**config.mk**
```make
export PLATFORM = sky130hd
export DESIGN_NAME = pps_top
export DESIGN_NICKNAME = d
export VERILOG_FILES = /design/src/common/pps_pkg.sv /design/src/pps_ocs_port.sv /design/src/pps_top.sv
export SDC_FILE = /design/constraint.sdc
export NUM_CORES = 1
export LEC_CHECK = 0
export ABC_AREA = 1
export ABC_CLOCK_PERIOD_IN_PS = 4900
export BUFFER_PORTS_ARGS = -buffer_cell sky130_fd_sc_hd__buf_2
export CAP_MARGIN = 15
export CORE_ASPECT_RATIO = 1.5
export CORE_MARGIN = 2
export CORE_UTILIZATION = 55
export CTS_BUF_LIST = sky130_fd_sc_hd__clkbuf_8 sky130_fd_sc_hd__clkbuf_16
export DETAILED_ROUTE_END_ITERATION = 10
export PLACE_DENSITY = 0.7
export SLEW_MARGIN = 20
export SYNTH_ARGS = -nofsm -noshare
export SYNTH_HDL_FRONTEND = slang
export SYNTH_SLANG_ARGS = --single-unit
export TNS_END_PERCENT = 5
```
**constraint.sdc**
```tcl
create_clock -name clock_i -period 4.9 [get_ports clock_i]
set_input_delay 0.735 -clock clock_i [delete_from_list [all_inputs] [get_ports clock_i]]
set_output_delay 0.735 -clock clock_i [all_outputs]
set_load 0.05 [all_outputs]
```
**src/common/pps_pkg.sv**
```systemverilog
/*
  Shared constants and types for the hub downstream port power,
  overcurrent qualification and port split block.
  Assumes a 40 MHz core clock and byte-wide configuration accesses.
*/
`default_nettype none
package pps_pkg;
  localparam int NUM_PORTS = 6;
  localparam int NUM_SPLIT_GPIO = 4;
  localparam int unsigned CLK_KHZ = 40000;
  localparam int unsigned TICK_MS = 1;
  localparam int unsigned TICK_CYCLES = CLK_KHZ * TICK_MS;

  localparam logic [15:0] ADDR_LOCKOUT = 16'h30E1;
  localparam logic [15:0] ADDR_MIN_WIDTH = 16'h30EA;
  localparam logic [15:0] ADDR_WINDOW = 16'h30EB;
  localparam logic [15:0] ADDR_SPLIT_EN = 16'h3C48;
  localparam logic [15:0] ADDR_GLOBAL = 16'h4141;
  localparam logic [15:0] ADDR_SEL_P4 = 16'h416E;
  localparam logic [15:0] ADDR_SEL_P5 = 16'h416F;

  localparam logic [7:0] RST_LOCKOUT = 8'h0A;
  localparam logic [7:0] RST_WINDOW = 8'h14;
  localparam logic [3:0] RST_MIN_WIDTH = 4'h5;
  localparam logic [7:0] RST_SPLIT_EN = 8'h00;
  localparam logic [7:0] RST_GLOBAL = 8'h00;
  localparam logic [7:0] RST_SEL = 8'h00;

  localparam logic [7:0] SPLIT_EN_MASK = 8'h60;
  localparam logic [7:0] GLOBAL_MASK = 8'h01;
  localparam logic [3:0] MIN_WIDTH_MASK = 4'hF;
  localparam int BIT_SPLIT_P4 = 5;
  localparam int BIT_SPLIT_P5 = 6;
  localparam int BIT_GLOBAL = 0;
  localparam int PORT4_IDX = 3;
  localparam int PORT5_IDX = 4;

  localparam logic [7:0] SEL_P4_OPT_A = 8'h42;
  localparam logic [7:0] SEL_P4_OPT_B = 8'h05;
  localparam logic [7:0] SEL_P5_OPT_A = 8'h06;
  localparam logic [7:0] SEL_P5_OPT_B = 8'h04;

  localparam int GP66 = 0;
  localparam int GP5 = 1;
  localparam int GP6 = 2;
  localparam int GP4 = 3;

  typedef struct packed {
    logic [7:0] lockout;
    logic [7:0] window;
    logic [3:0] min_width;
  } pps_ocs_cfg_t;

  typedef struct packed {
    logic wr;
    logic rd;
    logic otp;
    logic [15:0] addr;
    logic [7:0] wdata;
  } pps_cfg_req_t;

  typedef enum logic [1:0] {
    OCS_OFF,
    OCS_LOCKOUT,
    OCS_WATCH,
    OCS_TRIPPED
  } pps_ocs_state_t;
endpackage : pps_pkg
`default_nettype wire

```
**src/pps_ocs_port.sv**
```systemverilog
/*
  Overcurrent qualifier for one downstream port: turn-on lockout,
  single long low pulse and double short low pulse detection.
  Assumes sense_low_i is already synchronised and tick_i is a 1 ms pulse.
*/
`default_nettype none
module pps_ocs_port
  import pps_pkg::*;
(
  input wire logic clock_i,
  input wire logic nrst_i,
  input wire logic tick_i,
  input wire logic power_on_i,
  input wire logic sense_low_i,
  input wire pps_ocs_cfg_t cfg_i,
  output logic oc_event_o,
  output logic oc_tripped_o
);
  typedef struct packed {
    pps_ocs_state_t st;
    logic [7:0] lock_cnt;
    logic [3:0] run_cnt;
    logic [7:0] win_cnt;
    logic low_d;
    logic event_p;
    logic tripped;
  } pps_ocs_st_t;

  pps_ocs_st_t r_reg;
  pps_ocs_st_t r_next;
  logic fall;

  assign fall = sense_low_i && !r_reg.low_d;
  assign oc_event_o = r_reg.event_p;
  assign oc_tripped_o = r_reg.tripped;

  always_comb begin
    r_next = r_reg;
    r_next.event_p = 1'b0;
    r_next.low_d = sense_low_i;
    if (!power_on_i) begin
      r_next = '0;
      r_next.st = OCS_OFF;
    end else begin
      unique case (r_reg.st)
        OCS_OFF: begin
          r_next.st = OCS_LOCKOUT;
          r_next.lock_cnt = cfg_i.lockout;
        end
        OCS_LOCKOUT: begin
          // Pin level ignored until the lockout count runs out
          if (tick_i) begin
            if (r_reg.lock_cnt <= 8'h01) begin
              r_next.st = OCS_WATCH;
              r_next.lock_cnt = 8'h00;
            end else begin
              r_next.lock_cnt = r_reg.lock_cnt - 8'h01;
            end
          end
        end
        OCS_WATCH: begin
          // Low level is overcurrent for a switch flag and a blown fuse alike
          if (!sense_low_i) begin
            r_next.run_cnt = 4'h0;
          end else if (tick_i && r_reg.run_cnt != 4'hF) begin
            r_next.run_cnt = r_reg.run_cnt + 4'h1;
          end
          if (tick_i && r_reg.win_cnt != 8'h00) begin
            r_next.win_cnt = r_reg.win_cnt - 8'h01;
          end
          if (sense_low_i && r_reg.run_cnt >= cfg_i.min_width) begin
            r_next.st = OCS_TRIPPED;
            r_next.event_p = 1'b1;
          end else if (fall) begin
            if (r_reg.win_cnt != 8'h00) begin
              r_next.st = OCS_TRIPPED;
              r_next.event_p = 1'b1;
            end else begin
              r_next.win_cnt = cfg_i.window;
            end
          end
        end
        OCS_TRIPPED: begin
          r_next.st = OCS_TRIPPED;
        end
      endcase
    end
    // Registered copy so the trip level leaves the block from a flop
    r_next.tripped = (r_next.st == OCS_TRIPPED);
  end

  always_ff @(posedge clock_i or negedge nrst_i) begin
    if (!nrst_i) begin
      r_reg <= '0;
    end else begin
      r_reg <= r_next;
    end
  end
endmodule : pps_ocs_port
`default_nettype wire

```
**src/pps_top.sv**
```systemverilog
/*
  Downstream port power control, overcurrent qualification and port
  split configuration for ports 4 and 5 of a hub.
  Assumes configuration accesses come from the SMBus or OTP loader on
  the core clock, and the sense pins arrive asynchronously.
*/
`default_nettype none
module pps_top
  import pps_pkg::*;
#(
  parameter int unsigned TICK_CYCLES_P = TICK_CYCLES
) (
  input wire logic clock_i,
  input wire logic nrst_i,
  input wire pps_cfg_req_t cfg_req_i,
  input wire logic cfg_stage_i,
  output logic [7:0] cfg_rdata_o,
  input wire logic [NUM_PORTS-1:0] port_power_on_i,
  input wire logic [1:0] ss_power_on_i,
  input wire logic [NUM_PORTS-1:0] port_power_sense_pin_i,
  output logic [NUM_PORTS-1:0] port_power_sense_pin_o,
  output logic [NUM_PORTS-1:0] port_power_sense_pin_oe_n_o,
  output logic [NUM_PORTS-1:0] port_pullup_en_o,
  output logic [NUM_PORTS-1:0] overcurrent_event_o,
  output logic [NUM_PORTS-1:0] overcurrent_tripped_o,
  output logic [NUM_SPLIT_GPIO-1:0] split_superspeed_power_pin_o,
  output logic [NUM_SPLIT_GPIO-1:0] split_superspeed_power_fn_o
);
  typedef struct packed {
    logic [NUM_PORTS-1:0] sync1;
    logic [NUM_PORTS-1:0] sync2;
    logic [NUM_PORTS-1:0] pwr;
    logic [NUM_PORTS-1:0] pin_lvl;
    logic [15:0] tick_cnt;
    logic tick;
    logic [7:0] lockout;
    logic [7:0] window;
    logic [3:0] min_width;
    logic [7:0] split_en;
    logic [7:0] glob;
    logic [7:0] sel4;
    logic [7:0] sel5;
    logic [7:0] rdata;
    logic [NUM_SPLIT_GPIO-1:0] gpio_fn;
    logic [NUM_SPLIT_GPIO-1:0] gpio_val;
  } pps_top_st_t;

  localparam logic [15:0] TICK_LAST = 16'(TICK_CYCLES_P - 1);

  pps_top_st_t r_reg;
  pps_top_st_t r_next;
  pps_ocs_cfg_t ocs_cfg;
  logic wr_ok;
  logic split4_on;
  logic split5_on;

  assign ocs_cfg = '{lockout: r_reg.lockout, window: r_reg.window,
                     min_width: r_reg.min_width};
  // Configuration only lands during the configuration stage or an OTP load
  assign wr_ok = cfg_req_i.wr && (cfg_stage_i || cfg_req_i.otp);
  assign split4_on = r_reg.glob[BIT_GLOBAL] && r_reg.split_en[BIT_SPLIT_P4];
  assign split5_on = r_reg.glob[BIT_GLOBAL] && r_reg.split_en[BIT_SPLIT_P5];

  assign cfg_rdata_o = r_reg.rdata;
  assign port_power_sense_pin_o = r_reg.pin_lvl;
  assign port_power_sense_pin_oe_n_o = r_reg.pwr;
  assign port_pullup_en_o = r_reg.pwr;
  assign split_superspeed_power_pin_o = r_reg.gpio_val;
  assign split_superspeed_power_fn_o = r_reg.gpio_fn;

  always_comb begin
    r_next = r_reg;
    r_next.sync1 = port_power_sense_pin_i;
    r_next.sync2 = r_reg.sync1;
    // Power off: driver pulls the pin low, pull-up off; on: open drain
    r_next.pwr = port_power_on_i;
    r_next.pin_lvl = '0;

    // Millisecond tick shared by every port timer
    r_next.tick = 1'b0;
    if (r_reg.tick_cnt >= TICK_LAST) begin
      r_next.tick_cnt = 16'h0000;
      r_next.tick = 1'b1;
    end else begin
      r_next.tick_cnt = r_reg.tick_cnt + 16'h0001;
    end

    if (wr_ok) begin
      unique case (cfg_req_i.addr)
        ADDR_LOCKOUT: r_next.lockout = cfg_req_i.wdata;
        ADDR_WINDOW: r_next.window = cfg_req_i.wdata;
        ADDR_MIN_WIDTH: r_next.min_width = cfg_req_i.wdata[3:0] & MIN_WIDTH_MASK;
        ADDR_SPLIT_EN: r_next.split_en = cfg_req_i.wdata & SPLIT_EN_MASK;
        ADDR_GLOBAL: r_next.glob = cfg_req_i.wdata & GLOBAL_MASK;
        ADDR_SEL_P4: r_next.sel4 = cfg_req_i.wdata;
        ADDR_SEL_P5: r_next.sel5 = cfg_req_i.wdata;
        default: r_next.rdata = r_reg.rdata;
      endcase
    end

    if (cfg_req_i.rd) begin
      unique case (cfg_req_i.addr)
        ADDR_LOCKOUT: r_next.rdata = r_reg.lockout;
        ADDR_WINDOW: r_next.rdata = r_reg.window;
        ADDR_MIN_WIDTH: r_next.rdata = {4'h0, r_reg.min_width};
        ADDR_SPLIT_EN: r_next.rdata = r_reg.split_en;
        ADDR_GLOBAL: r_next.rdata = r_reg.glob;
        ADDR_SEL_P4: r_next.rdata = r_reg.sel4;
        ADDR_SEL_P5: r_next.rdata = r_reg.sel5;
        default: r_next.rdata = 8'h00;
      endcase
    end

    // Split pins carry the superspeed half only, output only
    r_next.gpio_fn[GP66] = split4_on && (r_reg.sel4 == SEL_P4_OPT_A);
    r_next.gpio_fn[GP5] = split4_on && (r_reg.sel4 == SEL_P4_OPT_B);
    r_next.gpio_fn[GP6] = split5_on && (r_reg.sel5 == SEL_P5_OPT_A);
    r_next.gpio_fn[GP4] = split5_on && (r_reg.sel5 == SEL_P5_OPT_B);
    r_next.gpio_val[GP66] = r_next.gpio_fn[GP66] && ss_power_on_i[0];
    r_next.gpio_val[GP5] = r_next.gpio_fn[GP5] && ss_power_on_i[0];
    r_next.gpio_val[GP6] = r_next.gpio_fn[GP6] && ss_power_on_i[1];
    r_next.gpio_val[GP4] = r_next.gpio_fn[GP4] && ss_power_on_i[1];
  end

  always_ff @(posedge clock_i or negedge nrst_i) begin
    if (!nrst_i) begin
      r_reg <= '0;
      r_reg.lockout <= RST_LOCKOUT;
      r_reg.window <= RST_WINDOW;
      r_reg.min_width <= RST_MIN_WIDTH;
      r_reg.split_en <= RST_SPLIT_EN;
      r_reg.glob <= RST_GLOBAL;
      r_reg.sel4 <= RST_SEL;
      r_reg.sel5 <= RST_SEL;
    end else begin
      r_reg <= r_next;
    end
  end

  // One qualifier per port, fed from the second synchroniser stage
  for (genvar p = 0; p < NUM_PORTS; p++) begin : g_port
    pps_ocs_port u_ocs (
      .clock_i(clock_i),
      .nrst_i(nrst_i),
      .tick_i(r_reg.tick),
      .power_on_i(r_reg.pwr[p]),
      .sense_low_i(!r_reg.sync2[p]),
      .cfg_i(ocs_cfg),
      .oc_event_o(overcurrent_event_o[p]),
      .oc_tripped_o(overcurrent_tripped_o[p])
    );

  end
endmodule : pps_top
`default_nettype wire

```
==> results of run 1 <==
-- metrics by stage --
stage | power [uW] | setup WS [ns]
after detailed placement | 2350 | 2.68
after global placement | 2350 | 2.74
after floorplan | 2240 | 3.12
after global routing | 4410 | 2.50
after CTS | 4300 | 2.68
final | 4260 | 2.69
-- where the power goes --
part           switching [uW]  internal, uW
logic                     215          73.4
clock network             864          1080
registers                22.1          2010
-- synthesized netlist by cell type, types with 2 or more instances --
cell type    n
clkinv_1     2
dfstp_2      6
o21a_1       2
clkbuf_1     2
inv_2       21
nand3_2      2
xnor2_1      8
nor4_1       4
o21ai_0    116
nor2_2      22
nor2_1     157
o22ai_1     22
o21ai_2     17
nor3_1      15
nand3b_1     6
nor2_4      10
o211ai_1     8
nand3_4      3
inv_1      244
buf_4       53
ha_1        55
nand4_4      2
inv_4        2
nand4_1     21
a21oi_1     84
o21ai_1     55
dfrtp_1    234
nor3b_1      2
buf_8        2
nor2_8       4
nand2_2     18
buf_6        6
nand2_4      2
o2bb2ai_1    2
nand3_1    139
nand2_1    576
xor2_1      50
-- how the worst max path moves through the flow --
stage                from                            to  slack [ns]  cells past startpoint
5_1_grt        ocs_cfg[1]      g_port[0].u_ocs.r_reg[3]        2.50                     11
3_3_place_gp   ocs_cfg[2]      g_port[0].u_ocs.r_reg[3]        2.74                     11
3_5_place_dp   ocs_cfg[1]      g_port[0].u_ocs.r_reg[3]        2.68                     11
2_1_floorplan  ocs_cfg[2]  g_port[3].u_ocs.oc_tripped_o        3.12                     10
6_report       ocs_cfg[1]      g_port[0].u_ocs.r_reg[3]        2.69                     11
4_1_cts        ocs_cfg[1]      g_port[0].u_ocs.r_reg[3]        2.68                     11
-- cell families after synthesis --
logic type	Yosys count
buffers and inverters	334
adder cells (fa/ha/maj)	55
flip-flops	240
XOR/XNOR	58
AND/OR/NAND/NOR	986
other	1
AO/OA/AOI/OAI	312
-- per-layer routing --
| layer | vias up | global-route usage [%] | wire (um) |
|---|---|---|---|
| li1 | 6413 | - | - |
| met1 | 6030 | 32.4 | 14700 |
| met2 | 327 | 48.3 | 18800 |
| met3 | 110 | 3.04 | 1720 |
| met4 | 0 | 14.4 | 1960 |
| met5 | - | 0 | 0 |
-- area by class of cell --
| type | instances | area (sq um) | share of cell area, % |
|---|---|---|---|
| antenna | 1 | 2.50 | 0.0156 |
| sequential | 240 | 6010 | 37.5 |
| clock buffer | 28 | 689 | 4.30 |
| multi-input combinational | 1417 | 7270 | 45.4 |
| tap | 337 | 422 | 2.63 |
| clock inverter | 19 | 146 | 0.914 |
| inverter | 270 | 1020 | 6.36 |
| timing repair buffer | 86 | 460 | 2.87 |
==> impl_results.md, run 1 <==
* DR vias at 12.9k
* RSZ-0062 raised after global routing: false
* First-pass GRT wire length at ~60 mm
* Util after Layout at 60.5%
* Commonest non-fill, non-tap cell in the layout: nand2_1
* Initial Util at 55.8%
* Relative slew slack at 41.4%
* Class of the worst hold path: input port to asynchronous set/reset pin
* # rows at 73
* Post-Syn Area at between 10000 and 15000 sq um
* Post-synth EDFFs at 0
* Post-Synth Adder-Cell Area at 4.65%
* Die footprint at 28200 sq um
* Max Fanout on Critical Path at 11
* R2R Setup Slk at 2.69 ns
* Syn avg cell area at 7.45 sq um
* Post-synth cell types at 49
* Reg2Reg Depth at 11
* Crit-path cells: inv_1 > ha_1 > inv_1 > o21ai_0 > nand2_1 > nand3_1 > nor2_2 > inv_1 > nand3_1 > nand3_1 > nand2_1
* Slew Limit Fails at 0
* Maximum VDD drop at 0.243 mV
* Fraction of layout cells with a size suffix above 1 at a little under an eighth
* Initial antenna violation count at 0
* Total negative slack at 0 ns
* Primary FF master, synth: dfrtp_1
* YS warnings at 0
* Vias in the first global route at between 10k and 15k
* Worst-case clock buffer depth at 3
* TritonRoute pass-1 iters at 6
* Global Route Usage Sum at 27.4%
* Seq cells post-synth at 240
* Io pins at 90
* Clock sinks at 240
* Crit path buffers/inverters at 3
* # hold bufs at CTS at 0
* Cells after Synth at a little under 2k
* RD Place Congestion at 0.920
* Final setup violation count at 0
* Power density cells at 266 nW/um^2
* Compound-gate portion of the synthesized area at between 10% and 20%
* Final ANT Viol Nets at 0
* Hold slack at 0.217 ns
* Skew final at 0.0154 ns
* DIE WIDTH at 138 um
* CTS tree: yes
* Filler cells at 2469
* Root buf cell: clkbuf_16
* Final Cell Area at about 16000 sq um
* R2r startpoint: ocs_cfg[1]
* CP required at around 5.4 ns
* Worst path max stage delay at 0.43 ns
* H-tree levels at 1
* Cell Count Post-Placement at 2350
* Synth top area share at 39.6%
* Most frequent cells in the layout: nand2_1 (576), inv_1 (246), dfrtp_1 (234)
* CP endpoint kind: register
* Initial DRC Count at 767
* Final hold vios at 0
* Area Overhead vs Synth at 8.32%
* Synth top area cells: dfrtp_1 (40%), nand2_1 (15%), inv_1 (6.2%)
* Fin cells at 2398
* Status: complete, no violations
* Max Freq at around 450 MHz
* Largest net degree at the start of global routing at 99
* Number of port buffers at 83
* CTS buffer count at 26
* Clock Latency Late Sink at approximately 0.55 ns
* CP top delay family: simple AND/OR/NAND/NOR gates
* Static leakage at 0.00860 uW
* Max FFs per register at 138
* Xor and xnor area share after synthesis at 3.43%
* Vias per Instance at 5.37
* Total gr overflow at 0
* Worst Setup Start Kind: register
* Seq/Total Area, Yosys at between 40% and 50%
* Crit path kind: register to register
* Routed len/inst at 15.5 um
* Post-Synth Simple-Gate Area at between 20% and 30%
* DRC at 0
* Clk pin slew, worst setup/hold paths at 0.07 ns
* Reg-to-Reg End: g_port[0].u_ocs.r_reg[3]
* Resize count post-CTS at 0
* Post-CTS Setup Repair Bufs at 0
* DP Area at 15200 sq um
* Slew @ Worst Pin at 0.875 ns
* Final critical-path required period at between 2 and 2.5 ns
* Final nets at 2140
* Largest family of logic cells by synthesized area: simple AND/OR/NAND/NOR gates
* CP max-delay cell: dfrtp_1
* Max-cap violations at 0
* CP arrival at 2.70 ns
* Routed wire length at 37.2 mm
* Synth area leader: dfrtp_1
* Post-synthesis mux area share at 0%
* Core box area at between 20000 and 30000 sq um
* DIE HEIGHT at 205 um
* Async set or reset register ratio after synthesis at between 90% and 100%
* DPL Wire Length at 27.0 mm
* Final worst-path cycle share at between 40% and 50%
Note: power is estimated with default switching activity, not from simulation.
==> run 2, diff against run 1 <==
--- a/config.mk
+++ b/config.mk
@@ -6,7 +6,7 @@
 export NUM_CORES = 1
 export LEC_CHECK = 0
 export ABC_AREA = 1
-export ABC_CLOCK_PERIOD_IN_PS = 4900
+export ABC_CLOCK_PERIOD_IN_PS = 2220
 export BUFFER_PORTS_ARGS = -buffer_cell sky130_fd_sc_hd__buf_2
 export CAP_MARGIN = 15
 export CORE_ASPECT_RATIO = 1.5
==> constraint.sdc (replaced) <==
create_clock -name clock_i -period 2.22 [get_ports clock_i]
set_input_delay 0.333 -clock clock_i [delete_from_list [all_inputs] [get_ports clock_i]]
set_output_delay 0.333 -clock clock_i [all_outputs]
set_load 0.05 [all_outputs]
==> run 2 against run 1 <==
  * Critical path depth unchanged
  * Die area unchanged
  * First-iteration DRC count down 16%
  * Largest cell class unchanged
  * Largest power group is now clock
==> impl_results.md, run 2 (same netlist as run 1, synthesis figures left out) <==
* Status: complete, no violations
* RD Place Congestion at 0.905 (-1.6%)
* First-pass GRT wire length at 61.6 mm (unchanged)
* DPL Wire Length at 27.5 mm (+1.9%)
* Initial antenna violation count at 0 (unchanged)
* Util after Layout at 62.1% (+1.6 points)
* Final worst-path cycle share at 93.1% (+48 points)
* TritonRoute pass-1 iters at 5 (-1)
* # rows at 73 (unchanged)
* Worst Setup Start Kind: register
* Total negative slack at 0 ns (unchanged)
* Power density cells at 609 nW/um^2 (+130%)
* Fin cells at 2430 (+1.3%)
* Commonest non-fill, non-tap cell in the layout: nand2_1
* Number of port buffers at 83 (unchanged)
* Initial DRC Count at 642 (-16%)
* Routed len/inst at 15.4 um (-0.88%)
* Slew Limit Fails at 0 (unchanged)
* Relative slew slack at 61.7% (+20 points)
* DIE WIDTH at 138 um (unchanged)
* Fraction of layout cells with a size suffix above 1 at 12.6% (+0.72 points)
* Routed wire length at 37.4 mm (+0.45%)
* Core box area at 26500 sq um (unchanged)
* Max Fanout on Critical Path at 6 (-5)
* Die footprint at 28200 sq um (unchanged)
* Most frequent cells in the layout: nand2_1 (576), inv_1 (247), dfrtp_1 (234)
* Number of diodes at 0 (-1)
* Root buf cell: clkbuf_16
* Static leakage at 0.00884 uW (+2.9%)
* Final hold vios at 0 (unchanged)
* Class of the worst hold path: input port to register
* Max Freq at 484 MHz (+6.9%)
* Clock Latency Late Sink at 0.54 ns (about the same)
* Skew final at 0.00947 ns (-0.00594 ns)
* Max-cap violations at 0 (unchanged)
* Maximum VDD drop at 0.663 mV (+170%)
* Cell Count Post-Placement at 2369 (+0.81%)
* Worst-case clock buffer depth at 3 (unchanged)
* DR vias at 13.0k (+1.3%)
* Post-CTS Setup Repair Bufs at 0 (unchanged)
* Slew @ Worst Pin at 0.574 ns (-0.301 ns)
* Final ANT Viol Nets at 0 (unchanged)
* Vias per Instance at 5.37 (about the same)
* Area Overhead vs Synth at 11.2%
* Total gr overflow at 0 (unchanged)
* Clock sinks at 240 (unchanged)
* CTS buffer count at 26 (unchanged)
* Global Route Usage Sum at 27.3% (-0.097 points)
* Clk pin slew, worst setup/hold paths at 0.06 ns (about the same)
* DRC at 0 (unchanged)
* RSZ-0062 raised after global routing: false
* Final critical-path required period at 2.07 ns (-0.143 ns)
* Io pins at 90 (unchanged)
* Largest net degree at the start of global routing at 60 (-39%)
* Filler cells at 2414 (-2.2%)
* Final nets at 2172 (+1.5%)
* H-tree levels at 1 (unchanged)
* CP endpoint kind: register
* CTS tree: yes
* Final setup violation count at 0 (unchanged)
* Max FFs per register at 138 (unchanged)
* Initial Util at 55.8% (unchanged)
* R2R Setup Slk at 0.15 ns (-2.54 ns)
* Crit path kind: register to register
* Vias in the first global route at 12.8k (+0.83%)
* CP required at 2.64 ns (-2.75 ns)
* DIE HEIGHT at 205 um (unchanged)
* CP arrival at 2.49 ns (-0.21 ns)
==> run 2: cell count changes in the layout (fill, tap and decap cells not counted), moves of 2 or more <==
cell	before	now
buf_12	1	3
clkinvlp_4	7	0
dlygate4sd3_1	0	13
buf_4	2	19
clkbuf_8	1	7
bufinv_16	1	5
==> run 2: metal layers <==
metal / vias up / part of all wire [%] / GRT usage, %
met5: - / 0 / 0
met4: 0 / 4.6 / 12.5
met3: 100 / 4.4 / 2.90
met2: 319 / 51 / 49.1
met1: 6134 / 40 / 32.4
li1: 6493 / - / -
==> run 2: critical path: stages, from the launching register on <==
cell	delay (ns)
dfstp_2	0.54
inv_1	0.13
ha_1	0.32
nand2_1	0.06
inv_1	0.05
nand3_1	0.06
nand3_1	0.11
nor2_2	0.26
buf_4	0.19
a21oi_1	0.06
nand2_1	0.08
nand2_1	0.06
==> run 2: worst paths after layout <==
path | start | endpoint | cells past startpoint
min reg2reg | r_next[98] | r_reg[98] | 0
max reg2reg | ocs_cfg[2] | g_port[2].u_ocs.r_reg[9] | 11
min | ss_power_on_i[0] | split_superspeed_power_pin_o[0] | 3
max in group asynchronous | nrst_i | ocs_cfg[0] | 3
max | ocs_cfg[2] | g_port[2].u_ocs.r_reg[9] | 11
min in group asynchronous | nrst_i | g_port[4].u_ocs.r_reg[16] | 2
==> run 2: repair_timing <==
item | 4_1_cts | 5_1_grt
setup endpoints to repair | 0 | 0
hold buffers | 13 | 0
resized for setup | 0 | 0
hold endpoints to repair | 54 | 0
==> run 2: cell type report <==
type / instances / area (sq um) / area share (%)
Sequential cell: 240 / 6010 / 36.6
Clock buffer: 34 / 772 / 4.69
Tap cell: 337 / 422 / 2.56
Clock inverter: 14 / 195 / 1.19
Multi-Input combinational cell: 1417 / 7270 / 44.2
Inverter: 270 / 1020 / 6.20
Timing Repair Buffer: 118 / 758 / 4.61
==> run 2: metrics by stage <==
stage	hold WS [ns]	total power [uW]	area, sq um	setup WS [ns]
3_5_place_dp	0.285	5220	15400	0.213
2_1_floorplan	0.0374	4950	14800	0.445
5_1_grt	0.0663	10400	16400	0.0268
6_report	0.0346	10000	16400	0.153
4_1_cts	0.0267	10100	16400	0.179
3_3_place_gp	0.279	5210	15400	0.263
==> run 2: power breakdown <==
group / internal, uW / switching (uW) / leakage [uW] / total (uW)
Sequential: 4430 / 48.7 / 0.00324 / 4480
Clock: 3020 / 1840 / 0.000494 / 4860
Combinational: 193 / 482 / 0.00511 / 675
